[src/hw/ccrd_pkg.sv]
// Constants and types for the clock ratio configuration decoder
package ccrd_pkg;

  // ==========================================================
  // Widths
  localparam int SYS_PLL_MULT_FIELD_W = 4;
  localparam int CPLL_W = 7;
  localparam int LBCM_W = 1;
  localparam int DDCM_W = 1;
  localparam int RATIO_W = 6;
  localparam int CRAT_W = 3;
  localparam int VDIV_W = 4;
  localparam int SYNC_STAGES = 3;

  // ==========================================================
  // Wishbone register byte offsets
  localparam logic [7:0] REG_CAPT = 8'h00;
  localparam logic [7:0] REG_CSB = 8'h04;
  localparam logic [7:0] REG_CORE = 8'h08;
  localparam logic [7:0] REG_STAT = 8'h0c;
  localparam logic [7:0] REG_CTRL = 8'h10;

  // ==========================================================
  // System multiplier codes
  localparam logic [SYS_PLL_MULT_FIELD_W-1:0] SYS_PLL_MULT_FIELD_X16 = 4'h0;
  localparam logic [SYS_PLL_MULT_FIELD_W-1:0] SYS_PLL_MULT_FIELD_MIN = 4'h2;
  localparam logic [SYS_PLL_MULT_FIELD_W-1:0] SYS_PLL_MULT_FIELD_DIV_MAX = 4'h8;
  localparam logic [RATIO_W-1:0] RATIO_X16 = 6'h10;
  localparam logic [RATIO_W-1:0] RATIO_BAD = 6'h00;

  // ==========================================================
  // Core PLL field positions and codes
  localparam int CPLL_VDIV_LO = 0;
  localparam int CPLL_RAT_LO = 2;
  localparam int CPLL_HALF = 6;
  localparam logic [3:0] CRAT_OFF = 4'h0;
  localparam logic [3:0] CRAT_1 = 4'h1;
  localparam logic [3:0] CRAT_2 = 4'h2;
  localparam logic [3:0] CRAT_3 = 4'h3;
  localparam logic [VDIV_W-1:0] VDIV_2 = 4'h2;
  localparam logic [VDIV_W-1:0] VDIV_4 = 4'h4;
  localparam logic [VDIV_W-1:0] VDIV_8 = 4'h8;

  // Core ratio in half steps: 2 = 1:1, 3 = 1.5:1 ... 6 = 3:1
  localparam logic [CRAT_W-1:0] HALF_0 = 3'h0;

  // ==========================================================
  // Capture sequencer states
  typedef enum logic [1:0] {
    CCRD_SAMPLE = 2'b00,
    CCRD_LATCH = 2'b01,
    CCRD_RUN = 2'b11
  } ccrd_state_t;

endpackage

[src/hw/ccrd_sync.sv]
// Three stage synchroniser with agreement filter
`timescale 1ns/1ps
module ccrd_sync #(
  parameter int W = 1
) (
  input wire logic clk_i,
  input wire logic rst_i,
  input wire logic [W-1:0] d_i,
  output logic [W-1:0] q_o
);
  import ccrd_pkg::*;

  logic [W-1:0] s1_r;
  logic [W-1:0] s2_r;
  logic [W-1:0] s3_r;

  // ==========================================================
  // Stages
  always_ff @(posedge clk_i) begin
    if (rst_i) begin
      s1_r <= '0;
      s2_r <= '0;
      s3_r <= '0;
    end else begin
      s1_r <= d_i;
      s2_r <= s1_r;
      s3_r <= s2_r;
    end
  end

  // ==========================================================
  // Accept change once stages two and three agree
  always_ff @(posedge clk_i) begin
    if (rst_i) begin
      q_o <= '0;
    end else if (s2_r == s3_r) begin
      q_o <= s3_r;
    end
  end
endmodule

[src/hw/ccrd_top.sv]
// Reset configuration capture and clock ratio decode
`timescale 1ns/1ps

module ccrd_top (
  input wire logic clk_i,
  input wire logic rst_i,
  input wire logic power_on_reset_in_i,
  input wire logic hard_reset_in_i,
  input wire logic host_mode_i,
  input wire logic [ccrd_pkg::SYS_PLL_MULT_FIELD_W-1:0] sys_pll_mult_field_i,
  input wire logic input_div_strap_i,
  input wire logic [ccrd_pkg::CPLL_W-1:0] core_pll_cfg_field_i,
  input wire logic [ccrd_pkg::LBCM_W-1:0] local_bus_clock_mode_i,
  input wire logic [ccrd_pkg::DDCM_W-1:0] dram_clock_mode_i,
  output logic cfg_pin_oe_n_o,
  output logic primary_clk_sel_host_o,
  output logic sync_out_div2_o,
  output logic [ccrd_pkg::RATIO_W-1:0] csb_ratio_o,
  output logic csb_ratio_valid_o,
  output logic core_pll_bypass_o,
  output logic [ccrd_pkg::CRAT_W-1:0] core_ratio_half_o,
  output logic [ccrd_pkg::VDIV_W-1:0] core_vco_div_o,
  output logic cfg_captured_o,
  input wire logic [7:0] wb_adr_i,
  input wire logic [31:0] wb_dat_i,
  output logic [31:0] wb_dat_o,
  input wire logic wb_we_i,
  input wire logic [3:0] wb_sel_i,
  input wire logic wb_cyc_i,
  input wire logic wb_stb_i,
  output logic wb_ack_o
);
  import ccrd_pkg::*;

  localparam int PIN_W = SYS_PLL_MULT_FIELD_W + 1 + CPLL_W + LBCM_W + DDCM_W + 1;

  // ==========================================================
  // Decode functions
  function automatic logic [RATIO_W-1:0] csb_ratio_f(input logic [SYS_PLL_MULT_FIELD_W-1:0] sys_pll_mult_field,
                                                     input logic div_strap);
    logic [RATIO_W-1:0] r;
    r = RATIO_BAD;
    if (sys_pll_mult_field == SYS_PLL_MULT_FIELD_X16) begin
      r = div_strap ? RATIO_BAD : RATIO_X16;
    end else if (sys_pll_mult_field >= SYS_PLL_MULT_FIELD_MIN) begin
      r = {{(RATIO_W-SYS_PLL_MULT_FIELD_W){1'b0}}, sys_pll_mult_field};
      if (div_strap && sys_pll_mult_field > SYS_PLL_MULT_FIELD_DIV_MAX) begin
        r = RATIO_BAD;
      end
    end
    return r;
  endfunction

  function automatic logic [CRAT_W-1:0] core_ratio_f(input logic [3:0] code,
                                                     input logic half);
    logic [CRAT_W-1:0] r;
    r = HALF_0;
    unique case (code)
      CRAT_1: r = half ? 3'h3 : 3'h2;
      CRAT_2: r = half ? 3'h5 : 3'h4;
      CRAT_3: r = 3'h6;
      default: r = HALF_0;
    endcase
    return r;
  endfunction

  function automatic logic [VDIV_W-1:0] vco_div_f(input logic [1:0] code);
    logic [VDIV_W-1:0] d;
    d = VDIV_8;
    if (code == 2'b00) begin
      d = VDIV_2;
    end else if (code == 2'b01) begin
      d = VDIV_4;
    end
    return d;
  endfunction

  // ==========================================================
  // Synchronise pins and reset inputs
  logic [PIN_W-1:0] pins_raw;
  logic [PIN_W-1:0] pins_s;
  logic [1:0] rst_raw;
  logic [1:0] rst_s;
  logic por_s;
  logic hrst_s;

  assign pins_raw = {host_mode_i, dram_clock_mode_i, local_bus_clock_mode_i,
                     core_pll_cfg_field_i, input_div_strap_i, sys_pll_mult_field_i};
  assign rst_raw = {hard_reset_in_i, power_on_reset_in_i};
  assign por_s = rst_s[0];
  assign hrst_s = rst_s[1];

  ccrd_sync #(.W(PIN_W)) u_pin_sync (
    .clk_i(clk_i),
    .rst_i(rst_i),
    .d_i(pins_raw),
    .q_o(pins_s)
  );

  ccrd_sync #(.W(2)) u_rst_sync (
    .clk_i(clk_i),
    .rst_i(rst_i),
    .d_i(rst_raw),
    .q_o(rst_s)
  );

  // ==========================================================
  // Capture sequencer
  ccrd_state_t state_r;
  logic [PIN_W-1:0] cap_r;
  logic por_d_r;
  logic por_fall;

  assign por_fall = por_d_r & ~por_s;

  always_ff @(posedge clk_i) begin
    if (rst_i) begin
      por_d_r <= 1'b0;
    end else begin
      por_d_r <= por_s;
    end
  end

  always_ff @(posedge clk_i) begin
    if (rst_i) begin
      state_r <= CCRD_SAMPLE;
    end else begin
      unique case (state_r)
        CCRD_SAMPLE: if (por_fall) state_r <= CCRD_LATCH;
        CCRD_LATCH: state_r <= CCRD_RUN;
        CCRD_RUN: if (por_s) state_r <= CCRD_SAMPLE;
        default: state_r <= CCRD_SAMPLE;
      endcase
    end
  end

  // Capture only on power-on release; later changes are ignored
  always_ff @(posedge clk_i) begin
    if (rst_i) begin
      cap_r <= '0;
    end else if (state_r == CCRD_SAMPLE && por_fall) begin
      cap_r <= pins_s;
    end
  end

  // Receivers active (pins high-z) while hard reset held, before capture
  always_ff @(posedge clk_i) begin
    if (rst_i) begin
      cfg_pin_oe_n_o <= 1'b1;
    end else begin
      cfg_pin_oe_n_o <= hrst_s | (state_r != CCRD_RUN);
    end
  end

  // ==========================================================
  // Decoded outputs, loaded once after capture
  logic [SYS_PLL_MULT_FIELD_W-1:0] cap_sys_pll_mult_field;
  logic cap_div;
  logic [CPLL_W-1:0] cap_cpll;
  logic cap_lbcm;
  logic cap_ddcm;
  logic cap_host;

  assign cap_sys_pll_mult_field = cap_r[SYS_PLL_MULT_FIELD_W-1:0];
  assign cap_div = cap_r[SYS_PLL_MULT_FIELD_W];
  assign cap_cpll = cap_r[SYS_PLL_MULT_FIELD_W+1 +: CPLL_W];
  assign cap_lbcm = cap_r[SYS_PLL_MULT_FIELD_W+1+CPLL_W];
  assign cap_ddcm = cap_r[SYS_PLL_MULT_FIELD_W+2+CPLL_W];
  assign cap_host = cap_r[PIN_W-1];

  logic [1:0] bus_modes_r;
  logic [RATIO_W-1:0] csb_ratio_nxt;
  logic load_en;

  assign load_en = (state_r == CCRD_LATCH);
  assign csb_ratio_nxt = csb_ratio_f(cap_sys_pll_mult_field, cap_div & cap_host);

  // Bus clock ratio
  always_ff @(posedge clk_i) begin
    if (rst_i) begin
      csb_ratio_o <= RATIO_BAD;
    end else if (load_en) begin
      csb_ratio_o <= csb_ratio_nxt;
    end
  end

  always_ff @(posedge clk_i) begin
    if (rst_i) begin
      csb_ratio_valid_o <= 1'b0;
    end else if (load_en) begin
      csb_ratio_valid_o <= (csb_ratio_nxt != RATIO_BAD);
    end
  end

  // Primary clock source
  always_ff @(posedge clk_i) begin
    if (rst_i) begin
      primary_clk_sel_host_o <= 1'b1;
    end else if (load_en) begin
      primary_clk_sel_host_o <= cap_host;
    end
  end

  // Sync output divider
  always_ff @(posedge clk_i) begin
    if (rst_i) begin
      sync_out_div2_o <= 1'b0;
    end else if (load_en) begin
      sync_out_div2_o <= cap_div;
    end
  end

  // Bus clock modes, reported only
  always_ff @(posedge clk_i) begin
    if (rst_i) begin
      bus_modes_r <= 2'b00;
    end else if (load_en) begin
      bus_modes_r <= {cap_ddcm, cap_lbcm};
    end
  end

  logic [3:0] cpll_code;
  logic cpll_off;
  assign cpll_code = cap_cpll[CPLL_RAT_LO +: 4];
  assign cpll_off = (cpll_code == CRAT_OFF);

  // Core PLL bypass
  always_ff @(posedge clk_i) begin
    if (rst_i) begin
      core_pll_bypass_o <= 1'b1;
    end else if (load_en) begin
      core_pll_bypass_o <= cpll_off;
    end
  end

  // Core to bus ratio in half steps
  always_ff @(posedge clk_i) begin
    if (rst_i) begin
      core_ratio_half_o <= HALF_0;
    end else if (load_en && cpll_off) begin
      core_ratio_half_o <= HALF_0;
    end else if (load_en) begin
      core_ratio_half_o <= core_ratio_f(cpll_code, cap_cpll[CPLL_HALF]);
    end
  end

  // Core VCO divider
  always_ff @(posedge clk_i) begin
    if (rst_i) begin
      core_vco_div_o <= VDIV_2;
    end else if (load_en && cpll_off) begin
      core_vco_div_o <= VDIV_2;
    end else if (load_en) begin
      core_vco_div_o <= vco_div_f(cap_cpll[CPLL_VDIV_LO +: 2]);
    end
  end

  always_ff @(posedge clk_i) begin
    if (rst_i) begin
      cfg_captured_o <= 1'b0;
    end else begin
      cfg_captured_o <= (state_r == CCRD_RUN);
    end
  end

  // ==========================================================
  // Wishbone slave, one wait state
  logic [31:0] rd_mux;
  logic ctrl_lock_r;

  always_comb begin
    rd_mux = 32'h0000_0000;
    unique case (wb_adr_i)
      REG_CAPT: rd_mux = {{(32-PIN_W){1'b0}}, cap_r};
      REG_CSB: rd_mux = {22'h0, bus_modes_r, sync_out_div2_o, primary_clk_sel_host_o,
                         csb_ratio_o};
      REG_CORE: rd_mux = {24'h0, core_vco_div_o, core_ratio_half_o, core_pll_bypass_o};
      REG_STAT: rd_mux = {27'h0, hrst_s, por_s, cfg_pin_oe_n_o, state_r};
      REG_CTRL: rd_mux = {31'h0, ctrl_lock_r};
      default: rd_mux = 32'h0000_0000;
    endcase
  end

  always_ff @(posedge clk_i) begin
    if (rst_i) begin
      wb_ack_o <= 1'b0;
    end else begin
      wb_ack_o <= wb_cyc_i & wb_stb_i & ~wb_ack_o;
    end
  end

  // Read data registered alongside ack
  always_ff @(posedge clk_i) begin
    if (rst_i) begin
      wb_dat_o <= 32'h0000_0000;
    end else begin
      wb_dat_o <= rd_mux;
    end
  end

  // Scratch lock bit; decoded clock state is read only
  always_ff @(posedge clk_i) begin
    if (rst_i) begin
      ctrl_lock_r <= 1'b0;
    end else if (wb_cyc_i && wb_stb_i && wb_we_i && !wb_ack_o && wb_sel_i[0] &&
                 wb_adr_i == REG_CTRL) begin
      ctrl_lock_r <= wb_dat_i[0];
    end
  end
endmodule

[config.mk]
export PLATFORM = sky130hd
export DESIGN_NAME = ccrd_top
export DESIGN_NICKNAME = d
export VERILOG_FILES = /design/src/hw/ccrd_pkg.sv /design/src/hw/ccrd_sync.sv /design/src/hw/ccrd_top.sv
export SDC_FILE = /design/constraint.sdc
export NUM_CORES = 1
export LEC_CHECK = 0
export ABC_AREA = 1
export ABC_CLOCK_PERIOD_IN_PS = 1200
export BUFFER_PORTS_ARGS = -buffer_cell sky130_fd_sc_hd__buf_2
export CAP_MARGIN = 20
export CORE_ASPECT_RATIO = 1.75
export CORE_MARGIN = 2
export CORE_UTILIZATION = 48
export DETAILED_ROUTE_END_ITERATION = 8
export PLACE_DENSITY = 0.76
export SLEW_MARGIN = 0
export SYNTH_ARGS = -nofsm -noshare
export SYNTH_HDL_FRONTEND = slang
export SYNTH_SLANG_ARGS = --single-unit
[constraint.sdc]
create_clock -name clk_i -period 1.2 [get_ports clk_i]
set_input_delay 0.18 -clock clk_i [delete_from_list [all_inputs] [get_ports clk_i]]
set_output_delay 0.18 -clock clk_i [all_outputs]
set_load 0.005 [all_outputs]
After elaboration in Yosys (flattened, before gate mapping)

Cells that the tools add are included.

Add/subtract/negate cells: 0
Multiply operators: 0
Div/mod/pow operators: 0
$lt $le $gt $ge: 2
Eq/ne operators: 15
Shift operators: 0
Multiplexer cells: 13
Bitwise logic cells: 7
Reduce and logical (&&, ||, !) cells: 17

Operators by type and width:

| kind                                                | number |
|---|---|
| one-hot mux 15 bit (5 select lines)                 | 1 |
| == test 8 x 4 -> 1 bit, second input constant       | 2 |
| 2-to-1 mux 4 bit                                    | 4 |
| == test 15 bit                                      | 1 |
| 2-to-1 mux 5 bit                                    | 2 |
| one-hot mux 3 bit (3 select lines)                  | 1 |
| == test 4 x 2 -> 1 bit, second input constant       | 2 |
| == test 8 x 3 -> 1 bit, second input constant       | 1 |
| == test 8 x 5 -> 1 bit, second input constant       | 1 |
| logical AND 1 bit                                   | 8 |
| zero test 4 bit                                     | 2 |
| zero test 8 bit                                     | 1 |
| one-hot mux 2 bit (3 select lines)                  | 1 |
| nonzero test 6 bit                                  | 1 |
| AND 1 bit                                           | 4 |
| == test 2 x 1 -> 1 bit, second input constant       | 2 |
| == test 4 x 1 -> 1 bit, second input constant       | 1 |
| >= comparator 4 x 2 -> 1 bit, second input constant | 1 |
| > comparator 4 bit, second input constant           | 1 |
| zero test 2 bit                                     | 2 |
| 2-to-1 mux 2 bit                                    | 2 |
| != test 2 bit, second input constant                | 2 |
| == test 2 bit                                       | 1 |
| == test 2 bit, second input constant                | 1 |
| 7 further kinds                                     | 9 |

Register bits after elaboration: 141
Latch bits: 0
Bits in writable memories: 0
Bits in read-only memories: 0
Bits of input ports: 66
Logic and storage cells: 78
Memories kept: 0

Logic depth before layout (Yosys ltp)

Depth after elaboration: 6
Mapped depth: 10

Modules after synthesis

From an unflattened synthesis, not the netlist that was laid out.

Cells, all modules: 646
Area, all modules: 4845.9 µm²

Modules (own cells, without submodules):

| module                 | times used | cells each | area an instance (µm²) | seq. area each (µm²) |
|---|---|---|---|---|
| ccrd_top               | 1          | 317        | 2392.3                 | 1081.0 |
| ccrd_sync (u_pin_sync) | 1          | 293        | 2164.6                 | 1201.2 |
| ccrd_sync (u_rst_sync) | 1          | 36         | 289.0                  | 160.2 |

Least setup slack after synthesis

Ideal clock, no wire load.

Path kind: flip-flop to flip-flop
Start: register u_pin_sync.s3_r[4]
End: register u_pin_sync.q_o[10]
Setup time: 115 ps
Arrival time: 1032 ps
Setup slack: 53 ps
Stages on the path, launching flop included: 11
Clock period less this slack: 1147 ps
Cell sequence: dfxtp_1 -> inv_1 -> nand2_1 -> nand2_1 -> nor2_1 -> nand2_1 -> nor2_4 -> buf_6 -> nand3_1 -> nand2_1 -> nor2_1

Longest elaborated chain between the ends: 1

RTL lines:

| element                | RTL line        | text |
|---|---|---|
| from (decl)            | ccrd_sync.sv:15 | `logic [W-1:0] s3_r;` |
| from (signal assigned) | ccrd_sync.sv:27 | `s3_r <= s2_r;` |
| == test 15 bit         | ccrd_sync.sv:36 | `end else if (s2_r == s3_r) begin` |
| to (signal assigned)   | ccrd_sync.sv:37 | `q_o <= s3_r;` |
| to (decl)              | ccrd_sync.sv:9  | `output logic [W-1:0] q_o` |

Every way passes these cells.
A chain may end at the register's enable or synchronous reset.

Final worst setup path

Start: register u_pin_sync.s3_r[6]
End: register u_pin_sync.q_o[1]

The elaborated chain is that of the path after synthesis.

==> flow_metrics.tcl <==
set metrics [dict create \
    required_ns 1.49 \
    hold_start "wb_dat_i[0]" \
    grt_usage_pct 19.91 \
    numCtsBuffers 17 \
    clockBufferDepth 2 \
    drc 0 \
    ir_worst_vdd_mv 1.356 \
    drive_gt1_share_pct 30.32 \
    hold_path.class "primary input to flop" \
    r2r-end "u_pin_sync.q_o[1]" \
    ys_types 35 \
    outcome "finished, violations left" \
    critical_path_class "flop to flop" \
    power_uw 10280 \
    area_delta_synth_final_pct 37.42 \
    portBuffers 64 \
    whs_path_depth 3 \
    hold-path-endpoint "ctrl_lock_r" \
    reg2reg_from "u_pin_sync.s3_r[6]" \
    h-tree-depth 4 \
    cellLeakagePower_uw 0.002999 \
    post-route-util_pct 66.83 \
    final_cell_mix "nor2_1, dfxtp_1, nand2_1" \
    fillCellCount 752 \
    crit_path_frequent_cell "nand2_1" \
    synth-xor-area-share_pct 0.3679 \
    hold_violations 0 \
    fp.dieH_um 135.7 \
    drtIter0Drc 255 \
    grt_pass1_vias 3995 \
    synth_fa_ha_area_share_pct 0 \
    synth_cells 625 \
    wirelength_um 10920 \
    final_common_cell "nor2_1" \
    clkLatencyLatePin_ns 0.41 \
    setup_viol 16 \
    cts.sinks 122 \
    nets 830 \
    synth_mux_area_share_pct 0 \
    slew_viol_final 0 \
    die_x_um 79.29 \
    clk_pin_slew_ns 0.05 \
    avgSynthCellArea_um2 7.617 \
    cp.arrival_ns 1.69 \
    initial_core_util_pct 48.63 \
    row_count 48 \
    fin_worst_skew_ns 0.008013 \
    power_density_nw_per_um2 1571 \
    synth-compound-area-share_pct 9.225 \
    synth_top_family_by_area "simple AND/OR/NAND/NOR gates" \
    rsz0062_at_grt "yes" \
    root_buffer "clkbuf_16" \
    vias 4320 \
    antenna_left 0 \
    synth_seq_cells 122 \
    syn_area_um2 4761 \
    reg2reg_depth 11 \
    violations "setup timing" \
    cpPeakStageDelay_ns 0.33 \
    max_freq_ghz 0.7163 \
    io_pins 118 \
    worstPathCellList "inv_1 -> nand2_1 -> nand2_1 -> nor2_2 -> nand2_2 -> nor2_4 -> buf_12 -> clkbuf_16 -> nand3_1 -> nand2_1 -> nor2_1" \
    yosysSeqAreaShare_pct 51.30 \
    cpMaxStageDelayCell "dfxtp_1" \
    worstPathMaxFanout 6 \
    cap_viol_max_count 0 \
    finalWorstPathRequiredPeriod_ns 1.396 \
    synthSimpleGateAreaFrac_pct 25.55 \
    post-route-period-util_pct 116.3 \
    firstDrtPassIters 4 \
    routedWlPerCell_um 12.13 \
    core_um2 9789 \
    start_kind "flop" \
    vias_per_cell 4.800 \
    grt_max_degree 45 \
    antenna_cells 0 \
    place_hpwl_um 6804 \
    reg2reg_setup_slack_ns -0.20 \
    fin_setup_tns_ns -2.393 \
    antenna_found_initial 0 \
    die-area_um2 10760 \
    gr-total-overflow 0 \
    setup_slack_ns -0.1960 \
    gp_congestion 0.8592 \
    grt_pass1_wl_um 16470 \
    synth_warnings 0 \
    crit_path_end_kind "flop" \
    cts_tree "built" \
]
==> power by group <==
part           internal (µW)  switching (µW)  leakage (µW)  total, µW
Clock                   3170            1670      0.000278       4850
Combinational            531             572       0.00172       1100
Sequential              4230             104       0.00100       4330
==> worst max-delay path, delay by kind of cell (launching register included) <==
kind / cells / cell delay, ns
flops: 1 / 0.33
buf+inv: 3 / 0.33
simple gates: 8 / 0.61
==> repair_timing <==
action | in CTS | in global routing
endpoints found under the hold margin | 17 | 0
gates resized for setup | 14 | 44
gates cloned | 1 | 5
buffers inserted | 1 | 8
hold buffers | 17 | 0
pin swaps | 2 | 7
setup endpoints to repair | 25 | 39
==> metal layers <==
| metal | vias to the layer above | track usage, % | routed length (µm) |
|---|---|---|---|
| li1 | 2165 | - | - |
| met2 | 153 | 39.12 | 6268 |
| met3 | 41 | 6.867 | 522 |
| met1 | 1961 | 16.97 | 3746 |
| met4 | 0 | 10.06 | 379 |
| met5 | - | 0 | 0 |
==> cells by family (layout without fill, tap and decap cells) <==
group,after synthesis,in the layout
DFF,122,122
buffers and inverters,139,271
and+or+nand+nor,283,283
AOI/OAI and AO/OA,78,78
xor gates and xnor gates,2,2
other,1,19
==> registers in the layout, summed over array words and instances (netlist names), 2 cells and up <==
signal,cells
cap_r,15
u_pin_sync.q_o,15
u_pin_sync.s1_r,15
u_pin_sync.s2_r,15
u_pin_sync.s3_r,15
wb_dat_o,15
csb_ratio_o,5
core_ratio_half_o,3
core_vco_div_o,3
bus_modes_r,2
state_r,2
u_rst_sync.q_o,2
u_rst_sync.s1_r,2
u_rst_sync.s2_r,2
u_rst_sync.s3_r,2
==> Yosys cell counts <==
| cell type | count | area, µm² |
|---|---|---|
| xnor2_1 | 2 | 17.52 |
| a21oi_2 | 4 | 35.03 |
| nor2_1 | 116 | 435.4 |
| nand3_2 | 1 | 10.01 |
| buf_4 | 23 | 172.7 |
| nor3_4 | 2 | 32.53 |
| nand2_1 | 108 | 405.4 |
| nand2_2 | 1 | 6.260 |
| a21oi_4 | 1 | 16.27 |
| buf_2 | 5 | 25.02 |
| dfxtp_1 | 122 | 2442 |
| and2_1 | 1 | 6.260 |
| nor2_2 | 2 | 12.51 |
| a21oi_1 | 36 | 180.2 |
| o21ai_1 | 2 | 10.01 |
| nor2_4 | 4 | 45.04 |
| clkbuf_1 | 8 | 30.03 |
| o311ai_1 | 1 | 8.760 |
| nand3_1 | 40 | 200.2 |
| nand4_1 | 2 | 12.51 |
| o21ai_0 | 28 | 140.1 |
| clkinv_4 | 1 | 8.760 |
| nand3b_1 | 1 | 7.510 |
| conb_1 | 1 | 3.750 |
| buf_6 | 3 | 33.78 |
| a31oi_1 | 1 | 6.260 |
| nor3_2 | 1 | 10.01 |
| nor3_1 | 3 | 15.01 |
| o31ai_2 | 1 | 12.51 |
| clkinv_1 | 1 | 3.750 |
| buf_1 | 2 | 7.510 |
| o211ai_1 | 4 | 30.03 |
| inv_2 | 15 | 56.30 |
| nand3_4 | 1 | 17.52 |
| inv_1 | 81 | 304.0 |
==> metrics by stage <==
| step | worst slack (ns) | hold slack, ns | std cells | area (µm²) |
|---|---|---|---|---|
| floorplan | 0.05289 | 0.2870 | 643 | 4828 |
| global placement | -0.08043 | 0.3794 | 838 | 5451 |
| detailed placement | -0.1512 | 0.3852 | 838 | 5451 |
| CTS | -0.1133 | 0.03050 | 887 | 6266 |
| global route | -0.2920 | 0.04965 | 900 | 6543 |
| finish | -0.1960 | 0.04174 | 900 | 6543 |
==> worst max path at each step <==
stage,depth (start not counted),to,startpoint,slack [ns]
floorplan,10,u_pin_sync.q_o[10],u_pin_sync.s3_r[4],0.05
finish,11,u_pin_sync.q_o[1],u_pin_sync.s3_r[6],-0.20
CTS,11,u_pin_sync.q_o[13],u_pin_sync.s3_r[10],-0.11
detailed placement,8,wb_dat_o[1],wb_adr_i[0],-0.15
global route,11,u_pin_sync.q_o[14],u_pin_sync.s2_r[3],-0.29
global placement,8,wb_dat_o[1],wb_adr_i[0],-0.08
==> area by class of cell <==
class	instances	area [µm²]	share of cell area, %
inverter	98	385.4	5.890
sequential	122	2464	37.66
tap	125	156.4	2.391
clock inverter	8	95.09	1.453
clock buffer	22	474.2	7.248
timing repair buffer	143	1132	17.31
multi-input combinational	382	1836	28.06
(Power assumes the default switching activity.)
